**src/babsd_defs.vh**
```
// Constants for the byte ALU, branch and skip decode block.
// Included by the core design file; holds definitions only.
`ifndef BABSD_DEFS_VH
`define BABSD_DEFS_VH

// Opcode fields, upper bits of the 16-bit word
`define BABSD_OP_TESTSKIP_HI 7'h33
`define BABSD_OP_BR_NONZERO_HI 8'hE1
`define BABSD_OP_BR_NOOVF_HI 8'hE5
`define BABSD_OP_XORLIT_HI 8'h0A
`define BABSD_OP_ADDLIT_HI 8'h0F
`define BABSD_OP_ADDFILE_HI 6'h09
// Upper nibble or upper byte of the two-word instructions
`define BABSD_TWO_WORD_HI0 4'hC
`define BABSD_TWO_WORD_HI1 8'hEC
`define BABSD_TWO_WORD_HI2 8'hED
`define BABSD_TWO_WORD_HI3 8'hEE
`define BABSD_TWO_WORD_HI4 8'hEF
// Field positions in the instruction word
`define BABSD_BIT_ACCESS 8
`define BABSD_BIT_DEST 9
// Indexed literal offset limit
`define BABSD_INDEXED_MAX 8'h5F
// Access bank upper half starts at this bank
`define BABSD_ACCESS_HI_BANK 4'hF
// Reset values
`define BABSD_RST_PC 21'h00000
`define BABSD_RST_ACC 8'h00
// Status flag positions: N, OV, Z
`define BABSD_FLAG_N 0
`define BABSD_FLAG_OV 1
`define BABSD_FLAG_Z 2
// Program counter steps, in bytes
`define BABSD_PC_STEP 21'h00002
`define BABSD_PC_STEP_TWO 21'h00004
// Flush cycle counts after a skip or a taken branch
`define BABSD_FLUSH_ONE 2'h1
`define BABSD_FLUSH_TWO 2'h2

`endif

```
**src/babsd_phase.v**
```verilog
// Four-phase sequencer for one instruction cycle.
// Assumes a single clock; CE low freezes the phase.
`timescale 1ns/1ns
`default_nettype none

module babsd_phase (
    input wire clk,
    input wire rst_n,
    input wire ce,
    output reg [3:0] phase_reg
);
    localparam [3:0] PH_Q1 = 4'h1;
    localparam [3:0] PH_Q2 = 4'h2;
    localparam [3:0] PH_Q3 = 4'h4;
    localparam [3:0] PH_Q4 = 4'h8;

    reg [3:0] phase_next;

    always @* begin
        case (phase_reg)
            PH_Q1: phase_next = PH_Q2;
            PH_Q2: phase_next = PH_Q3;
            PH_Q3: phase_next = PH_Q4;
            PH_Q4: phase_next = PH_Q1;
            default: phase_next = PH_Q1;
        endcase
    end

    always @(posedge clk or negedge rst_n) begin
        if (!rst_n) begin
            phase_reg <= PH_Q1;
        end else if (ce) begin
            phase_reg <= phase_next;
        end
    end
endmodule

`default_nettype wire

```
**src/babsd_core.v**
```verilog
// Decode and execute for test-and-skip, relative branches, XOR and adds.
// Assumes fetch presents the prefetched word on INSTR and data file reads
// return combinationally on FILE_RDATA for the address on FILE_ADDR.
`timescale 1ns/1ns
`default_nettype none
`include "babsd_defs.vh"

module babsd_core (
    // Clock, reset, enable
    input wire MCLK,
    input wire RSTN,
    input wire CE,
    // Program fetch
    input wire [15:0] INSTR,
    input wire EXT_SET_EN,
    output reg [20:0] PC,
    output reg FETCH,
    // Data file
    input wire [3:0] BANK_SELECT_REGISTER,
    input wire [7:0] FSR2,
    input wire [7:0] FILE_RDATA,
    output reg [11:0] FILE_ADDR,
    output reg [7:0] FILE_WDATA,
    output reg FILE_WE,
    // Core state
    output reg [7:0] ACC,
    output reg [2:0] STATUS,
    output reg SKIPPING
);
    wire [3:0] phase;
    reg [15:0] ir_reg;
    reg [1:0] flush_cnt_reg;
    reg [7:0] result_reg;
    reg [8:0] sum9;
    reg ov_calc;

    // One-hot phase codes, shared with the sequencer
    localparam [3:0] PH_Q1 = 4'h1;
    localparam [3:0] PH_Q2 = 4'h2;
    localparam [3:0] PH_Q3 = 4'h4;
    localparam [3:0] PH_Q4 = 4'h8;

    babsd_phase u_phase (
        .clk(MCLK),
        .rst_n(RSTN),
        .ce(CE),
        .phase_reg(phase)
    );

    wire is_tst = (ir_reg[15:9] == `BABSD_OP_TESTSKIP_HI);
    wire is_br_nonzero = (ir_reg[15:8] == `BABSD_OP_BR_NONZERO_HI);
    wire is_br_noovf = (ir_reg[15:8] == `BABSD_OP_BR_NOOVF_HI);
    wire is_xor = (ir_reg[15:8] == `BABSD_OP_XORLIT_HI);
    wire is_addl = (ir_reg[15:8] == `BABSD_OP_ADDLIT_HI);
    wire is_addf = (ir_reg[15:10] == `BABSD_OP_ADDFILE_HI);
    wire uses_file = is_tst | is_addf;
    wire acc_bit = ir_reg[`BABSD_BIT_ACCESS];
    wire idle = (flush_cnt_reg != 2'h0);
    wire [7:0] faddr = ir_reg[7:0];

    // Prefetched word two-word check; skip consumes both words
    wire next_two = (INSTR[15:12] == `BABSD_TWO_WORD_HI0) |
        (INSTR[15:8] == `BABSD_TWO_WORD_HI1) |
        (INSTR[15:8] == `BABSD_TWO_WORD_HI2) |
        (INSTR[15:8] == `BABSD_TWO_WORD_HI3) |
        (INSTR[15:8] == `BABSD_TWO_WORD_HI4);

    // Bank and indexed address formation
    reg [11:0] addr_calc;
    always @* begin
        addr_calc = {BANK_SELECT_REGISTER, faddr};
        if (!acc_bit) begin
            if (EXT_SET_EN && faddr <= `BABSD_INDEXED_MAX) begin
                addr_calc = {4'h0, FSR2} + {4'h0, faddr};
            end else if (faddr[7]) begin
                addr_calc = {`BABSD_ACCESS_HI_BANK, faddr};
            end else begin
                addr_calc = {4'h0, faddr};
            end
        end
    end

    // Sign-extended word offset doubled to bytes
    wire [20:0] br_off = {{12{ir_reg[7]}}, ir_reg[7:0], 1'b0};
    wire br_taken = (is_br_nonzero && !STATUS[`BABSD_FLAG_Z]) ||
        (is_br_noovf && !STATUS[`BABSD_FLAG_OV]);

    always @* begin
        sum9 = 9'h000;
        ov_calc = 1'b0;
        if (is_addl) begin
            sum9 = {1'b0, ACC} + {1'b0, ir_reg[7:0]};
            ov_calc = (ACC[7] == ir_reg[7]) && (sum9[7] != ACC[7]);
        end else if (is_addf) begin
            sum9 = {1'b0, ACC} + {1'b0, FILE_RDATA};
            ov_calc = (ACC[7] == FILE_RDATA[7]) && (sum9[7] != ACC[7]);
        end
    end

    always @(posedge MCLK or negedge RSTN) begin
        if (!RSTN) begin
            ir_reg <= 16'h0000;
            flush_cnt_reg <= 2'h0;
            result_reg <= 8'h00;
            PC <= `BABSD_RST_PC;
            FETCH <= 1'b0;
            FILE_ADDR <= 12'h000;
            FILE_WDATA <= 8'h00;
            FILE_WE <= 1'b0;
            ACC <= `BABSD_RST_ACC;
            STATUS <= 3'h0;
            SKIPPING <= 1'b0;
        end else if (CE) begin
            FETCH <= 1'b0;
            FILE_WE <= 1'b0;
            case (phase)
                PH_Q1: begin
                    // Decode: latch prefetched word
                    ir_reg <= INSTR;
                    FETCH <= 1'b1;
                    // A flush cycle refetches at the PC that Q4 set;
                    // advancing here would lose the branch target
                    if (!idle) begin
                        PC <= PC + `BABSD_PC_STEP;
                    end
                end
                PH_Q2: begin
                    if (!idle && uses_file) begin
                        FILE_ADDR <= addr_calc;
                    end
                end
                PH_Q3: begin
                    if (!idle) begin
                        result_reg <= is_xor ? (ACC ^ ir_reg[7:0]) : sum9[7:0];
                    end
                end
                PH_Q4: begin
                    if (idle) begin
                        flush_cnt_reg <= flush_cnt_reg - 2'h1;
                        SKIPPING <= (flush_cnt_reg != 2'h1);
                    end else if (is_tst && FILE_RDATA == 8'h00) begin
                        // Step over the discarded words now, since
                        // flush cycles hold the PC still
                        if (next_two) begin
                            flush_cnt_reg <= `BABSD_FLUSH_TWO;
                            PC <= PC + `BABSD_PC_STEP_TWO;
                        end else begin
                            flush_cnt_reg <= `BABSD_FLUSH_ONE;
                            PC <= PC + `BABSD_PC_STEP;
                        end
                        SKIPPING <= 1'b1;
                    end else if (br_taken) begin
                        PC <= PC + br_off;
                        flush_cnt_reg <= `BABSD_FLUSH_ONE;
                        SKIPPING <= 1'b1;
                    end else if (is_xor) begin
                        ACC <= result_reg;
                        STATUS[`BABSD_FLAG_N] <= result_reg[7];
                        STATUS[`BABSD_FLAG_Z] <= (result_reg == 8'h00);
                    end else if (is_addl || (is_addf &&
                        !ir_reg[`BABSD_BIT_DEST])) begin
                        ACC <= sum9[7:0];
                        STATUS[`BABSD_FLAG_N] <= sum9[7];
                        STATUS[`BABSD_FLAG_Z] <= (sum9[7:0] == 8'h00);
                        STATUS[`BABSD_FLAG_OV] <= ov_calc;
                    end else if (is_addf) begin
                        FILE_WDATA <= sum9[7:0];
                        FILE_WE <= 1'b1;
                        STATUS[`BABSD_FLAG_N] <= sum9[7];
                        STATUS[`BABSD_FLAG_Z] <= (sum9[7:0] == 8'h00);
                        STATUS[`BABSD_FLAG_OV] <= ov_calc;
                    end
                end
                default: begin
                    FETCH <= 1'b0;
                end
            endcase
        end
    end
endmodule

`default_nettype wire

```
**config.mk**
```make
export PLATFORM = sky130hd
export DESIGN_NAME = babsd_core
export DESIGN_NICKNAME = d
export VERILOG_FILES = /design/src/babsd_phase.v /design/src/babsd_core.v
export VERILOG_INCLUDE_DIRS = /design/src /design/src/src
export SDC_FILE = /design/constraint.sdc
export NUM_CORES = 1
export LEC_CHECK = 0
export BUFFER_PORTS_ARGS = -buffer_cell sky130_fd_sc_hd__buf_2
export CORE_ASPECT_RATIO = 1.75
export CORE_MARGIN = 2
export CORE_UTILIZATION = 55
export CTS_BUF_LIST = sky130_fd_sc_hd__clkbuf_16
export CTS_CLUSTER_SIZE = 20
export DETAILED_ROUTE_END_ITERATION = 10
export PLACE_DENSITY = 0.77
export SLEW_MARGIN = 5
export SYNTH_ARGS = -nofsm -noshare
export SYNTH_HDL_FRONTEND = slang
export SYNTH_SLANG_ARGS = --single-unit
```
**constraint.sdc**
```tcl
create_clock -name MCLK -period 3.3 [get_ports MCLK]
set_input_delay 0.66 -clock MCLK [delete_from_list [all_inputs] [get_ports MCLK]]
set_output_delay 0.66 -clock MCLK [all_outputs]
set_load 0.1 [all_outputs]
```
* Word-level counts from Yosys, hierarchy flattened
Cells that the tools add are included.
** Storage, ports and cells
- Register bits after elaboration :: 85
- Bits of input ports :: 40
- Output and inout port bits :: 55
- Word-level logic and storage cells :: 123
** Cells by class
- Add/sub/neg operators :: 7
- $lt $le $gt $ge :: 1
- Equal/unequal tests :: 23
- Muxes and demuxes :: 36
- Bitwise operators :: 11
- Reduce and logical (&&, ||, !) cells :: 32
** Operators by type and width (count)
- two-way mux 21 bit :: 5
- == test 8 bit, second input constant :: 6
- one-hot mux 21 bit (2 select lines) :: 1
- two-way mux 8 bit :: 5
- two-way mux 12 bit :: 3
- logical NOT 8 bit :: 3
- adder 21 x 2 -> 21 bit, second input constant :: 1
- adder 21 bit :: 1
- adder 21 x 3 -> 21 bit, second input constant :: 1
- adder 8 bit :: 2
- == test 8 x 4 -> 1 bit, second input constant :: 2
- two-way mux 1 bit :: 15
- one-hot mux 4 bit (3 select lines) :: 1
- AND reduction 6 bit :: 2
- adder 8 x 8 -> 9 bit :: 1
- AND reduction 3 bit :: 3
- == test 4 bit, second input constant :: 2
- less-or-equal comparator 8 x 7 -> 1 bit, second input constant :: 1
- logical AND 1 bit :: 8
- two-way mux 2 bit :: 4
- AND reduction 8 bit :: 1
- nonzero test 2 bit :: 4
- XOR 8 bit :: 1
- == test 7 x 6 -> 1 bit, second input constant :: 1
- other kinds (19) :: 36

* Longest topological paths before layout
- Depth after elaboration :: 9
- Gate-level depth with buffers :: 10
- Depth with buffers taken out :: 10

* By module
A second synthesis with hierarchy kept.
** Unflattened totals
- Cells, all modules :: 775
- Area, all modules :: 6477.5 um^2
** By module, submodules not included
- babsd_core :: instances 1, cells an instance 755, area each 6287.3 um^2, seq. area each 2001.9 um^2
- babsd_phase :: instances 1, cells an instance 20, area each 190.2 um^2, seq. area each 101.3 um^2

* Worst setup path before layout
Ideal clock, no wire load.
- Path type :: flip-flop to flip-flop
- Start :: register PC[1]
- End :: register PC[19]
- Library setup time :: 0.128 ns
- Data arrival time :: 2.887 ns
- Data required time :: 3.172 ns
- Slack :: 0.285 ns
- Cell stages (with the launch flop) :: 11
- Path buffers :: 0
- Clock period less this slack :: 3.015 ns
- Path through :: dfrtp_1 ha_1 inv_1 fa_1 nor2b_1 o31a_1 o221a_2 a21oi_1 a221oi_1 mux2i_1 a21oi_1
** Between the ends
- Longest elaborated chain between the ends :: 5
- Elaborated cells on any way between the ends :: 9
- Those cells by class :: 3 x add/sub; 6 x mux
** RTL lines
- start: declaration :: RTL line babsd_core.v:16 : output reg [20:0] PC,
- start signal: assignment :: RTL line babsd_core.v:105 : PC <= `BABSD_RST_PC;
- start signal: assignment :: RTL line babsd_core.v:124 : PC <= PC + `BABSD_PC_STEP;
- start signal: assignment :: RTL line babsd_core.v:146 : PC <= PC + `BABSD_PC_STEP_TWO;
- adder 21 bit (tied with other cells) :: RTL line babsd_core.v:153 : PC <= PC + br_off;
- two-way mux 21 bit, on equally long branches :: RTL line babsd_core.v:152, babsd_core.v:144
- two-way mux 21 bit :: RTL line babsd_core.v:141 : end else if (is_tst && FILE_RDATA == 8'h00) begin
- two-way mux 21 bit :: RTL line babsd_core.v:138 : if (idle) begin
- one-hot mux 21 bit (2 select lines) * :: RTL line babsd_core.v:116 : case (phase)
Every way passes the cells marked *; elsewhere a longest branch is shown, timed or not. The select of a mux whose other input is x is not followed.
A chain may end at the register's enable or synchronous reset.

* Final worst setup path
- Start :: register ir_reg[0]
- End :: register PC[19]
** Between the ends
- Longest elaborated chain between the ends :: 5
** RTL lines
- start: declaration :: RTL line babsd_core.v:31 : reg [15:0] ir_reg;
- start signal: assignment :: RTL line babsd_core.v:102 : ir_reg <= 16'h0000;
- start signal: assignment :: RTL line babsd_core.v:119 : ir_reg <= INSTR;
- adder 21 bit :: RTL line babsd_core.v:153
- two-way mux 21 bit :: RTL line babsd_core.v:152 : end else if (br_taken) begin
- two-way mux 21 bit :: RTL line babsd_core.v:141
- two-way mux 21 bit :: RTL line babsd_core.v:138
- one-hot mux 21 bit (2 select lines) :: RTL line babsd_core.v:116
- end signal: assignment :: RTL line babsd_core.v:124
- end signal: assignment :: RTL line babsd_core.v:146
- end signal: assignment :: RTL line babsd_core.v:153
No other way between the ends. The select of a mux whose other input is x is not followed.

==> results.yml <==
status:
  outcome: "complete, no violations"
pwr:
  p_sw_share_pct: 53.1
  max-vdd-ir-drop_mv: 0.474
  p_per_area_mw_per_mm2: 947
  power_frac_seq_pct: 25.5
  switching_power_mw: 3.91
  internal-power_mw: 3.46
  clkPwrFrac_pct: 15.6
  leakage_nw: 3.52
  p_total_mw: 7.37
  p_comb_share_pct: 58.9
yosys:
  syn_avg_cell_area_um2: 8.46
  synth.most_common_cell: "a21oi_1"
  ys.flop_type: "dfrtp_1"
  synth_warnings: 0
  synth_top_area_share_pct: 30.9
  netlist_instances: 795
  ys_ff_latch: 84
  synth_nets: 882
  synth_edf_count: 0
  yosysUniqueCellTypes: 82
  yosys-top-cells-area: "dfrtp_1, ha_1, a21oi_1, o21ai_0, nor2_1"
  yosys.area.top_type: "dfrtp_1"
  synth_common_cells: "a21oi_1, dfrtp_1, nor2_1"
  syn_area_mm2: 0.00672
  async_flop_share_pct: 100
  ys_seq_area_share_pct: 31.3
timing:
  rsz0062_at_grt: "no"
  setup_violations: 0
  tightest_slew_ns: 0.991
  period_share_pct: 88.6
  max_freq_mhz: 342
  setup-tns-final_ns: 0
  whs_ns: 0.312
  finalHoldViolCount: 0
  finalClockSkew_ns: 0.0119
  period_needed_ns: 2.92
  finalMaxSlewViolations: 0
  relSlewSlack_pct: 33.7
route:
  ant_nets: 0
  vias: 6826
  drt_pass1_iterations: 7
  wirelength_um: 22300
  avgViaCountPerCell: 6.42
  dr.first_iter.drc_count: 434
  wl_per_cell_um: 21.0
  drc_errors: 0
clock_tree:
  clk_pin_slew_ns: 0.08
  cts_resized: 0
  cts_buffers: 9
  cts_root_buf: "clkbuf_16"
  h-tree-depth: 3
  cts_tree: "built"
  cts_sinks: 84
  cts_setup_buffers: 0
  clk_latency_ns: 0.35
  cts_hold_buffers: 0
  clock_path_buffers: 2
grt:
  grt_pass1_vias: 7000
  grt_max_degree: 85
  grt-ovfl-total: 0
  grt_usage_pct: 34.7
  grt_pass1_wl_um: 35200
  antenna_found_initial: 0
placement:
  io_buffer_count: 93
  dp_cells: 1047
  place_hpwl_um: 17300
  dpl_cell_area_mm2: 0.00745
  gp_congestion: 1.05
critical_path:
  endpoint_kind: "flop"
  worstSetupStartpointType: "flop"
  critPathKind: "reg2reg"
  critical_path.max_fanout: 5
  cp.required_ns: 3.52
  arrival_ns: 3.14
min_path:
  worst_hold_path_type: "in2async"
cells_and_area:
  diodes: 0
  largest_register_ffs: 20
  post-route-cell-area_mm2: 0.00778
  instances_no_fill: 1063
  drive_gt1_share_pct: 19.8
  layout.nets: 980
  fillers: 1027
  area_growth_pct: 15.7
floorplan:
  die_area_mm2: 0.0132
  die_x_um: 87.6
  initial_utilization_pct: 56.0
  ios: 95
  std_cell_rows: 53
  core_mm2: 0.0120
  die_height_um: 150
job:
  max-cap-violations: 0
==> placed cells by master (no fill, tap or decap), drive strengths merged, types with 7 or more instances in the layout <==
| master | Yosys | layout |
|---|---|---|
| buf | 10 | 116 |
| a21oi | 86 | 86 |
| dfrtp | 83 | 83 |
| nor2 | 81 | 81 |
| nand2 | 70 | 70 |
| o21ai | 69 | 69 |
| ha | 43 | 43 |
| inv | 26 | 29 |
| mux2 | 24 | 24 |
| xnor2 | 20 | 20 |
| nand3 | 20 | 20 |
| xor2 | 19 | 19 |
| nor3 | 19 | 19 |
| a21o | 14 | 14 |
| a31oi | 14 | 14 |
| mux2i | 11 | 11 |
| nor4 | 11 | 11 |
| nand2b | 9 | 9 |
| nand4 | 9 | 9 |
| clkbuf | 19 | 9 |
| nand3b | 8 | 8 |
| o31ai | 8 | 8 |
| o22ai | 7 | 7 |
==> logic make-up after synthesis <==
family,Yosys count,share of synthesized area [%]
flops,84,31.3
xor+xnor,39,5.08
mux,35,5.94
simple gates,273,21.0
compound gates,261,23.9
other cells,1,0.0558
fa+ha+maj,47,9.19
buf+inv,55,3.55
==> through the flow <==
step,utilization (%),setup slack [ns]
after floorplan,-,0.285
after global placement,62.1,0.372
after detailed placement,62.1,0.275
after CTS,64.8,0.366
after global routing,64.8,0.145
final,64.8,0.377
==> worst max-delay path, cell delays in order, from the launching register on <==
cell	delay (ns)
dfrtp_1	0.47
ha_1	0.26
inv_1	0.08
fa_1	0.40
nor2b_1	0.22
o31a_1	0.21
o221a_2	0.24
a21oi_1	0.15
a221oi_1	0.43
mux2i_1	0.25
a21oi_1	0.08
==> cell type report <==
class	count	area, um^2	share of cell area, %
clock buffer	9	225	2.90
clock inverter	7	105	1.35
inverter	26	97.6	1.25
multi-input combinational	656	4390	56.4
sequential	84	2100	27.0
tap	165	206	2.65
timing repair buffer	116	653	8.40
==> final timing paths <==
path | from | to | slack, ns | cells past startpoint
min | RSTN | FILE_ADDR[11]$_DFFE_PN0P_ | 0.31 | 2
max | ir_reg[0]$_DFFE_PN0P_ | PC[19]$_DFFE_PN0P_ | 0.38 | 10
min reg2reg | FILE_ADDR[9]$_DFFE_PN0P_ | FILE_ADDR[9]$_DFFE_PN0P_ | 0.48 | 2
min in group MCLK | FILE_ADDR[9]$_DFFE_PN0P_ | FILE_ADDR[9]$_DFFE_PN0P_ | 0.48 | 2
max in group asynchronous | RSTN | u_phase.phase_reg[0]$_DFFE_PN1P_ | 2.55 | 2
max reg2reg | ir_reg[0]$_DFFE_PN0P_ | PC[19]$_DFFE_PN0P_ | 0.38 | 10
==> layer usage <==
metal | part of all wire (%) | track usage (%) | vias up
met1 | 35 | 36.2 | 3222
met5 | 0 | 0 | -
met3 | 5.0 | 4.82 | 136
met2 | 51 | 59.8 | 334
met4 | 9.1 | 28.8 | 0
li1 | - | - | 3134
==> power groups by stage <==
stage	Sequential (mW)	Combinational, mW	Clock [mW]
after floorplan	2.59	2.43	0
after CTS	1.86	4.30	1.16
after global routing	1.92	4.67	1.20
after global placement	1.85	4.14	0
after detailed placement	1.87	4.25	0
final	1.88	4.33	1.15
Power figures use the tool's default switching activity.
